<file path="src/rtl/wake_io_map.svh">
`ifndef WAKE_IO_MAP_SVH
`define WAKE_IO_MAP_SVH

// ----------------------------------------
// register byte offsets
// ----------------------------------------
`define OFS_CTRL 8'h00
`define OFS_ARM 8'h04
`define OFS_STATUS 8'h08
`define OFS_DIR_A 8'h0c
`define OFS_DIR_B 8'h10
`define OFS_DIR_C 8'h14
`define OFS_OUT_A 8'h18
`define OFS_OUT_B 8'h1c
`define OFS_OUT_C 8'h20
`define OFS_IN_A 8'h24
`define OFS_IN_B 8'h28
`define OFS_IN_C 8'h2c

// ----------------------------------------
// field positions
// ----------------------------------------
`define CTRL_SEF_A 0
`define CTRL_SEF_C 1
`define CTRL_STOP_RELEASE_ENABLE_SIX 2
`define CTRL_PORT_INTERRUPT_ENABLE_ZERO 3
`define CTRL_TAP_LO 4
`define ARM_BIT 0
`define ST_FLAG_A 0
`define ST_FLAG_C 1
`define ST_HALT_RELEASE_REQUEST_ZERO 2
`define ST_FLAG_D 3
`define ST_HALT_OK 4
`define ST_STOP_OK 5
`define DIR_C_PDSEL 4

// ----------------------------------------
// reset values and timing
// ----------------------------------------
`define NIB_RST 4'h0
`define PDSEL_RST 1'b0
`define CLK_KHZ 40000
`define FILT_SLOW_MS 32
`define FILT_MID_MS 8
`define FILT_FAST_MS 2
`define PRESC_W 21

`endif

</file>
<file path="src/rtl/wake_io_pkg.sv">
package wake_io_pkg;

	// ----------------------------------------
	// filter clock tap select
	// ----------------------------------------
	typedef enum logic [1:0] {
		tap_slow = 2'b00,
		tap_mid = 2'b01,
		tap_fast = 2'b10
	} filter_tap_type;

	// ----------------------------------------
	// whole state of the port block
	// ----------------------------------------
	typedef struct packed {
		logic [2:0][3:0] sync1;
		logic [2:0][3:0] sync2;
		logic [2:0][3:0] sync3;
		logic [2:0][3:0] clean;
		logic [2:0][3:0] dir;
		logic [2:0][3:0] outr;
		logic pdsel;
		logic [1:0] sef;
		logic stop_release_enable_six;
		logic port_interrupt_enable_zero;
		logic [1:0] tap;
		logic [1:0] flag;
		logic halt_release_request_zero;
		logic [20:0] presc;
		logic [1:0] filt;
		logic [1:0] pend;
		logic [1:0] lvl_prev;
		logic stop_wake;
		logic stop_rel;
		logic ret_stop;
		logic arm_pulse;
		logic [31:0] rdata;
		logic rerr;
	} state_type;

endpackage

</file>
<file path="src/rtl/wake_io_ports.sv">
// Chosen here: the address map and register access over APB.
`include "wake_io_map.svh"

// What this block does
// - filtered mode, port a enabled: either edge of filtered OR sets its flag
// - a set start flag blocks further detection until the arm command
// - arm command clears port a and c start flags together and pulses the arm output
// - port a start flag setting also sets halt release request zero
// - level mode: halt entry only with inputs low; rising input wakes
// - filtered mode: halt entry always allowed; filtered change wakes
// - with interrupt enable zero, port a flag raises an interrupt request
// - stop entry only with ports a and c low; level mode port a rise gives stop release
// - filtered stop release needs switch enable and stop release enable six
// - after filtered stop release the filter keeps running until flag sets
// - input falling before flag sets sends the device back to stop
// - each pin has its own direction; all inputs after reset
// - output command loads output register; output pins drive it
// - input read: pin level for inputs, output register for outputs
// - input pins have a pull-down enabled by a build option
// - port c: direction bit4 set enables pull-down, clear enables hold
// - port c level mode, enable set: rising OR sets port c flag
// - four inputs of a port are ORed before detection
// - port a level mode, enable set: rising OR sets port a flag
// - filter clock selects 32, 8 or 2 ms taps, slowest by default
module wake_io_ports #(
	parameter bit PORT_A_FILTERED = 1'b1,
	parameter bit PORT_C_FILTERED = 1'b1,
	parameter bit [2:0] PULLDOWN_EN = 3'h7,
	parameter bit HOLD_EN_C = 1'b1,
	parameter int unsigned SLOW_CYC = `FILT_SLOW_MS * `CLK_KHZ,
	parameter int unsigned MID_CYC = `FILT_MID_MS * `CLK_KHZ,
	parameter int unsigned FAST_CYC = `FILT_FAST_MS * `CLK_KHZ
) (
	input wire logic core_clk_i,
	input wire logic reset_i,
	input wire logic ce_i,
	input wire logic psel_i,
	input wire logic penable_i,
	input wire logic pwrite_i,
	input wire logic [7:0] paddr_i,
	input wire logic [31:0] pwdata_i,
	output logic [31:0] prdata_o,
	output logic pready_o,
	output logic pslverr_o,
	input wire logic [3:0] port_a_i,
	output logic [3:0] port_a_o,
	output logic [3:0] port_a_oe_o,
	output logic [3:0] port_a_pulldown_o,
	input wire logic [3:0] port_b_i,
	output logic [3:0] port_b_o,
	output logic [3:0] port_b_oe_o,
	output logic [3:0] port_b_pulldown_o,
	input wire logic [3:0] port_c_i,
	output logic [3:0] port_c_o,
	output logic [3:0] port_c_oe_o,
	output logic [3:0] port_c_pulldown_o,
	output logic [3:0] port_c_hold_o,
	input wire logic port_d_start_flag_i,
	input wire logic stop_mode_i,
	output logic port_a_start_flag_o,
	output logic port_c_start_flag_o,
	output logic start_condition_arm_o,
	output logic halt_release_request_zero_o,
	output logic irq_o,
	output logic halt_entry_allowed_o,
	output logic stop_entry_allowed_o,
	output logic stop_release_o,
	output logic return_to_stop_o
);

	// ----------------------------------------
	// state and helpers
	// ----------------------------------------
	wake_io_pkg::state_type q;
	wake_io_pkg::state_type n;
	logic wr;
	logic setup;
	logic arm;
	logic hrf_clr;
	logic tick;
	logic [20:0] lim;
	logic [1:0] orv;
	logic [1:0] filtered;
	logic [1:0] ev;
	logic [1:0] set;
	logic or_a_rise;
	logic [2:0][3:0] rdback;
	logic [31:0] status;

	assign pready_o = ce_i;
	assign setup = psel_i && !penable_i;
	assign wr = psel_i && penable_i && pready_o && pwrite_i;
	assign arm = wr && paddr_i == `OFS_ARM && pwdata_i[`ARM_BIT];
	assign hrf_clr = wr && paddr_i == `OFS_STATUS && pwdata_i[`ST_HALT_RELEASE_REQUEST_ZERO];
	assign filtered = {PORT_C_FILTERED, PORT_A_FILTERED};

	// four inputs ORed before any detection
	assign orv = {|q.clean[2], |q.clean[0]};

	// ----------------------------------------
	// filter clock prescaler
	// ----------------------------------------
	always_comb begin
		unique case (q.tap)
			wake_io_pkg::tap_mid: lim = `PRESC_W'(MID_CYC - 1);
			wake_io_pkg::tap_fast: lim = `PRESC_W'(FAST_CYC - 1);
			default: lim = `PRESC_W'(SLOW_CYC - 1);
		endcase
	end
	assign tick = q.presc >= lim;

	// ----------------------------------------
	// detection events per watched port
	// ----------------------------------------
	always_comb begin
		for (int k = 0; k < 2; k++) begin
			if (filtered[k]) begin
				// either edge of the debounced level
				ev[k] = tick && orv[k] != q.filt[k] && q.pend[k];
			end else begin
				ev[k] = orv[k] && !q.lvl_prev[k];
			end
			// no new detection while the flag stands
			set[k] = ev[k] && q.sef[k] && !q.flag[k];
		end
	end
	assign or_a_rise = orv[0] && !q.lvl_prev[0];

	// read-back mixes pin level and output register
	always_comb begin
		for (int p = 0; p < 3; p++) begin
			rdback[p] = (q.dir[p] & q.outr[p]) | (~q.dir[p] & q.clean[p]);
		end
	end

	always_comb begin
		status = 32'h0000_0000;
		status[`ST_FLAG_A] = q.flag[0];
		status[`ST_FLAG_C] = q.flag[1];
		status[`ST_HALT_RELEASE_REQUEST_ZERO] = q.halt_release_request_zero;
		status[`ST_FLAG_D] = port_d_start_flag_i;
		status[`ST_HALT_OK] = halt_entry_allowed_o;
		status[`ST_STOP_OK] = stop_entry_allowed_o;
	end

	// ----------------------------------------
	// next state
	// ----------------------------------------
	always_comb begin
		n = q;
		n.stop_rel = 1'b0;
		n.ret_stop = 1'b0;
		n.arm_pulse = arm;
		// three flop synchroniser, level taken when last two agree
		n.sync1 = {port_c_i, port_b_i, port_a_i};
		n.sync2 = q.sync1;
		n.sync3 = q.sync2;
		for (int p = 0; p < 3; p++) begin
			for (int b = 0; b < 4; b++) begin
				if (q.sync2[p][b] == q.sync3[p][b]) begin
					n.clean[p][b] = q.sync3[p][b];
				end
			end
		end
		n.presc = tick ? `PRESC_W'(0) : q.presc + `PRESC_W'(1);
		n.lvl_prev = orv;
		// filter keeps running in every mode
		for (int k = 0; k < 2; k++) begin
			if (tick) begin
				if (orv[k] != q.filt[k]) begin
					if (q.pend[k]) begin
						n.filt[k] = orv[k];
						n.pend[k] = 1'b0;
					end else begin
						n.pend[k] = 1'b1;
					end
				end else begin
					n.pend[k] = 1'b0;
				end
			end
			// set wins over the arm clear
			n.flag[k] = (q.flag[k] && !arm) || set[k];
		end
		n.halt_release_request_zero = (q.halt_release_request_zero && !hrf_clr) || set[0] || set[1];
		// stop release on rising port a input
		if (stop_mode_i && or_a_rise && q.sef[0]
				&& (!PORT_A_FILTERED || q.stop_release_enable_six)) begin
			n.stop_rel = 1'b1;
			n.stop_wake = PORT_A_FILTERED;
		end else if (q.stop_wake) begin
			if (q.flag[0] || set[0]) begin
				n.stop_wake = 1'b0;
			end else if (!orv[0]) begin
				n.stop_wake = 1'b0;
				n.ret_stop = 1'b1;
			end
		end
		if (wr) begin
			unique case (paddr_i)
				`OFS_CTRL: begin
					n.sef[0] = pwdata_i[`CTRL_SEF_A];
					n.sef[1] = pwdata_i[`CTRL_SEF_C];
					n.stop_release_enable_six = pwdata_i[`CTRL_STOP_RELEASE_ENABLE_SIX];
					n.port_interrupt_enable_zero = pwdata_i[`CTRL_PORT_INTERRUPT_ENABLE_ZERO];
					n.tap = pwdata_i[`CTRL_TAP_LO +: 2];
				end
				`OFS_DIR_A: n.dir[0] = pwdata_i[3:0];
				`OFS_DIR_B: n.dir[1] = pwdata_i[3:0];
				`OFS_DIR_C: begin
					n.dir[2] = pwdata_i[3:0];
					n.pdsel = pwdata_i[`DIR_C_PDSEL];
				end
				`OFS_OUT_A: n.outr[0] = pwdata_i[3:0];
				`OFS_OUT_B: n.outr[1] = pwdata_i[3:0];
				`OFS_OUT_C: n.outr[2] = pwdata_i[3:0];
				default: begin
				end
			endcase
		end
		if (setup) begin
			n.rerr = 1'b0;
			n.rdata = 32'h0000_0000;
			unique case (paddr_i)
				`OFS_CTRL: begin
					n.rdata[`CTRL_SEF_A] = q.sef[0];
					n.rdata[`CTRL_SEF_C] = q.sef[1];
					n.rdata[`CTRL_STOP_RELEASE_ENABLE_SIX] = q.stop_release_enable_six;
					n.rdata[`CTRL_PORT_INTERRUPT_ENABLE_ZERO] = q.port_interrupt_enable_zero;
					n.rdata[`CTRL_TAP_LO +: 2] = q.tap;
				end
				`OFS_ARM: n.rdata = 32'h0000_0000;
				`OFS_STATUS: n.rdata = status;
				`OFS_DIR_A: n.rdata[3:0] = q.dir[0];
				`OFS_DIR_B: n.rdata[3:0] = q.dir[1];
				`OFS_DIR_C: begin
					n.rdata[3:0] = q.dir[2];
					n.rdata[`DIR_C_PDSEL] = q.pdsel;
				end
				`OFS_OUT_A: n.rdata[3:0] = q.outr[0];
				`OFS_OUT_B: n.rdata[3:0] = q.outr[1];
				`OFS_OUT_C: n.rdata[3:0] = q.outr[2];
				`OFS_IN_A: n.rdata[3:0] = rdback[0];
				`OFS_IN_B: n.rdata[3:0] = rdback[1];
				`OFS_IN_C: n.rdata[3:0] = rdback[2];
				default: n.rerr = 1'b1;
			endcase
		end
	end

	// ----------------------------------------
	// state register
	// ----------------------------------------
	always_ff @(posedge core_clk_i or posedge reset_i) begin
		if (reset_i) begin
			q <= '0;
			q.tap <= wake_io_pkg::tap_slow;
			q.pdsel <= `PDSEL_RST;
		end else if (ce_i) begin
			q <= n;
		end
	end

	// ----------------------------------------
	// outputs
	// ----------------------------------------
	assign prdata_o = q.rdata;
	assign pslverr_o = q.rerr && psel_i && penable_i;
	assign port_a_o = q.outr[0];
	assign port_b_o = q.outr[1];
	assign port_c_o = q.outr[2];
	assign port_a_oe_o = q.dir[0];
	assign port_b_oe_o = q.dir[1];
	assign port_c_oe_o = q.dir[2];
	assign port_a_pulldown_o = ~q.dir[0] & {4{PULLDOWN_EN[0]}};
	assign port_b_pulldown_o = ~q.dir[1] & {4{PULLDOWN_EN[1]}};
	assign port_c_pulldown_o = ~q.dir[2] & {4{PULLDOWN_EN[2]
		&& (!HOLD_EN_C || q.pdsel)}};
	assign port_c_hold_o = ~q.dir[2] & {4{PULLDOWN_EN[2] && HOLD_EN_C
		&& !q.pdsel}};
	assign port_a_start_flag_o = q.flag[0];
	assign port_c_start_flag_o = q.flag[1];
	assign start_condition_arm_o = q.arm_pulse;
	assign halt_release_request_zero_o = q.halt_release_request_zero;
	assign irq_o = q.halt_release_request_zero && q.port_interrupt_enable_zero;
	assign halt_entry_allowed_o = (PORT_A_FILTERED || !orv[0])
		&& (PORT_C_FILTERED || !orv[1]);
	assign stop_entry_allowed_o = !orv[0] && !orv[1];
	assign stop_release_o = q.stop_rel;
	assign return_to_stop_o = q.ret_stop;
endmodule

</file>
<file path="config.mk">
export PLATFORM = sky130hd
export DESIGN_NAME = wake_io_ports
export DESIGN_NICKNAME = d
export VERILOG_FILES = /design/src/rtl/wake_io_pkg.sv /design/src/rtl/wake_io_ports.sv
export VERILOG_INCLUDE_DIRS = /design/src /design/src/rtl
export SDC_FILE = /design/constraint.sdc
export NUM_CORES = 1
export LEC_CHECK = 0
export ABC_AREA = 1
export BUFFER_PORTS_ARGS = -buffer_cell sky130_fd_sc_hd__buf_2
export CAP_MARGIN = 20
export CORE_UTILIZATION = 51
export CTS_BUF_LIST = sky130_fd_sc_hd__clkbuf_2
export DETAILED_ROUTE_END_ITERATION = 8
export GPL_ROUTABILITY_DRIVEN = 0
export MAX_ROUTING_LAYER = met4
export PLACE_DENSITY = 0.79
export SETUP_SLACK_MARGIN = 0.05
export SYNTH_ARGS = -nofsm -noshare
export SYNTH_HDL_FRONTEND = slang
export SYNTH_SLANG_ARGS = --single-unit
</file>
<file path="constraint.sdc">
create_clock -name core_clk_i -period 3.4 [get_ports core_clk_i]
set_input_delay 0.17 -clock core_clk_i [delete_from_list [all_inputs] [get_ports core_clk_i]]
set_output_delay 0.17 -clock core_clk_i [all_outputs]
set_load 0.005 [all_outputs]
</file>
==> metrics.cfg <==
[outcome]
outcome=complete, no violations

[clock_tree]
path_clk_slew_ps=180
htreeDepth=4
cts_max_path_buffers=2
insertion_delay_ps=680
cts-resized-gates=0
clock-sinks=119
root_buffer=clkbuf_2
cts_inserted_buffers=17
cts_tree=done

[timing]
finalMaxSlewViolations=0
clock.fmax_mhz=408
tns_ps=0
rsz0062_at_grt=false
finalCritPeriodShare_pct=72.1
finalClockSkew_ps=38.4
setup_viol=0
hold_viol_final=0
hold_slack_ps=146
min_period_ps=2450
maxSlewHeadroom_pct=47.7
tightest_slew_ps=784

[synth]
synth_warnings=0
synthCells=834
synth-seq-cells=119
ys_seq_area_share_pct=45.8
synth.area.top_cells=dfrtp_1 46%, nand2_1 15%, buf_4 6.8%, o21ai_0 6.4%, inv_1 4.6%
syn_avg_cell_area_sq_um=7.79
yosysTopAreaCell=dfrtp_1
synth_top_area_share_pct=45.8
yosysUniqueCellTypes=42
netlist_area_sq_um=6490

[finish]
drive_gt1_share_pct=16.7
area_growth_pct=12.9
nets=1004
antenna_cells=0
fillers=1109

[global_route]
overflow=0
grt_usage_pct=24.9
grt_pass1_wl_um=24400
antenna_found_initial=0
first_global_vias=5112
grt_max_degree=65

[run]
cap_violations=0

[routing]
vias=5555
via_per_inst=5.00
antenna_left=0
routed_wl_um=14900
wire_per_inst_um=13.4
drc=0
firstDrtPassIters=5
drtIter0Drc=409

[setup_path]
path_delay_family=simple AND/OR/NAND/NOR gates
worstPathArrival_ps=3050
cp_slowest_stage_delay_ps=420
path_depth=12
critPathLaunchType=register
cp-end-kind=register
crit_path_top_delay_cell=dfrtp_1
crit_buf_inv=3
reg2reg_depth=12
path_cells=inv_1 -> ha_1 -> inv_1 -> ha_1 -> a21o_1 -> nor2_1 -> nand3_2 -> nor2_4 -> nand2_4 -> nand2_4 -> clkinv_4 -> nor3b_2
critical_path_class=register to register
crit_fanout=20
required_ps=4000

[power_and_ir_drop]
power.density_nw_per_um2=419
power.leakage_nw=3.86
vdd_ir_drop_max_mv=0.293

[floorplan]
initial_core_util_pct=53.2
num_rows=40
dieArea_sq_um=13200
fp.dieH_um=115
die_w_um=115
core-area_sq_um=12200
num_io_pins=143

[min_path]
worstHoldPathCells=7
hp-class=input port to register

[placement]
io_buffers=89
dp_hpwl_um=10600

-- worst reg2reg max path, delay by kind of cell, from the launching register on --
| kind | cells | cell delay (ps) |
|---|---|---|
| AOI/OAI and AO/OA | 1 | 180 |
| adders and majority gates | 2 | 590 |
| buffers and inverters | 3 | 430 |
| DFF | 1 | 420 |
| and+or+nand+nor | 6 | 760 |
-- cell usage in the layout (no fill, tap or decap), types with 2 or more instances in the layout --
cell type	count
nand2_1	266
dfrtp_1	119
buf_2	89
o21ai_0	83
inv_1	78
nor2_1	74
dlygate4sd3_1	32
conb_1	27
nand3_1	23
clkbuf_2	21
a21oi_1	15
ha_1	14
nor3_1	13
nor3_2	9
xor2_1	9
nor2_2	6
nand4_1	6
inv_2	5
xnor2_1	5
nand2_2	3
clkinv_1	3
o21ai_1	3
o22ai_1	3
clkinv_2	3
bufinv_16	3
a21o_1	2
nand3_2	2
nand3b_1	2
nand2_4	2
o21ai_2	2
and2_1	2
nor3b_2	2
buf_4	2
-- worst paths after layout --
| check | start | end | slack [ps] |
|---|---|---|---|
| worst max-delay path | q[67] | q[59] | 950 |
| worst max register to register | q[67] | q[59] | 950 |
| min in group asynchronous | reset_i | port_b_o[1] | 180 |
| max in group asynchronous | reset_i | start_condition_arm_o | 2430 |
| worst min-delay path | paddr_i[7] | halt_release_request_zero_o | 150 |
| worst min register to register | n[127] | n[127] | 490 |
-- kinds of logic after synthesis --
logic type,Yosys count,share of synthesized area (%)
adders and majority gates,14,2.70
buffers and inverters,158,12.8
other,2,0.116
DFF,119,45.8
xor gates and xnor gates,14,1.89
AOI/OAI and AO/OA,112,9.07
and+or+nand+nor,415,27.5
-- report_power, final --
part	total (mW)	switching (mW)	internal [mW]
Sequential	1.66	0.106	1.55
Combinational	0.486	0.300	0.186
Clock	0.928	0.516	0.412
Total	3.07	0.922	2.15
-- registers in the layout (all words and copies together) (netlist names), 4 cells and up --
signal       count
q               59
port_b_oe_o      4
port_c_o         4
port_c_oe_o      4
port_a_o         4
prdata_o         6
n               24
port_b_o         4
port_a_oe_o      4
-- per-layer routing --
metal	routed length, um	vias to the layer above	global-route usage, %
met5	0	-	-
met4	290	0	9.87
met3	992	28	6.17
met2	6960	186	37.6
met1	6610	2594	32.3
li1	-	2747	-
-- what timing repair did --
action                    4_1_cts  5_1_grt
hold endpoints to repair      119        0
buffers inserted                0        0
hold buffers                   32        0
-- through the flow --
stage	worst slack, ps	power [mW]	cell area (sq um)	util (%)	std cells
4_1_cts	945	3.09	7330	60.0	1110
3_3_place_gp	1030	2.12	6780	55.5	1047
3_5_place_dp	991	2.14	6780	55.5	1047
2_1_floorplan	72.5	2.03	6590	-	859
5_1_grt	743	3.25	7330	60.0	1110
6_report	949	3.07	7330	60.0	1110
-- cells in the mapped netlist, drive strengths merged --
master   count
a21o         2
a21oi       15
and2         2
and3         1
buf         63
clkbuf       9
clkinv       2
conb         2
dfrtp      119
ha          14
inv         84
nand2      271
nand3       25
nand3b       2
nand4        7
nor2        81
nor3        23
nor3b        3
o21ai       88
o21bai       1
o221ai       1
o22ai        3
o2bb2ai      1
o31ai        1
xnor2        5
xor2         9
-- final cells by class --
class / count / area [sq um] / share of cell area (%)
clock buffers: 21 / 105 / 1.43
clock inverters: 10 / 129 / 1.76
inverters: 86 / 330 / 4.51
multi-input cells: 582 / 2780 / 37.9
flip-flops and latches: 119 / 2980 / 40.6
well taps: 168 / 210 / 2.87
repair buffers: 124 / 801 / 10.9
(Power assumes the default switching activity.)
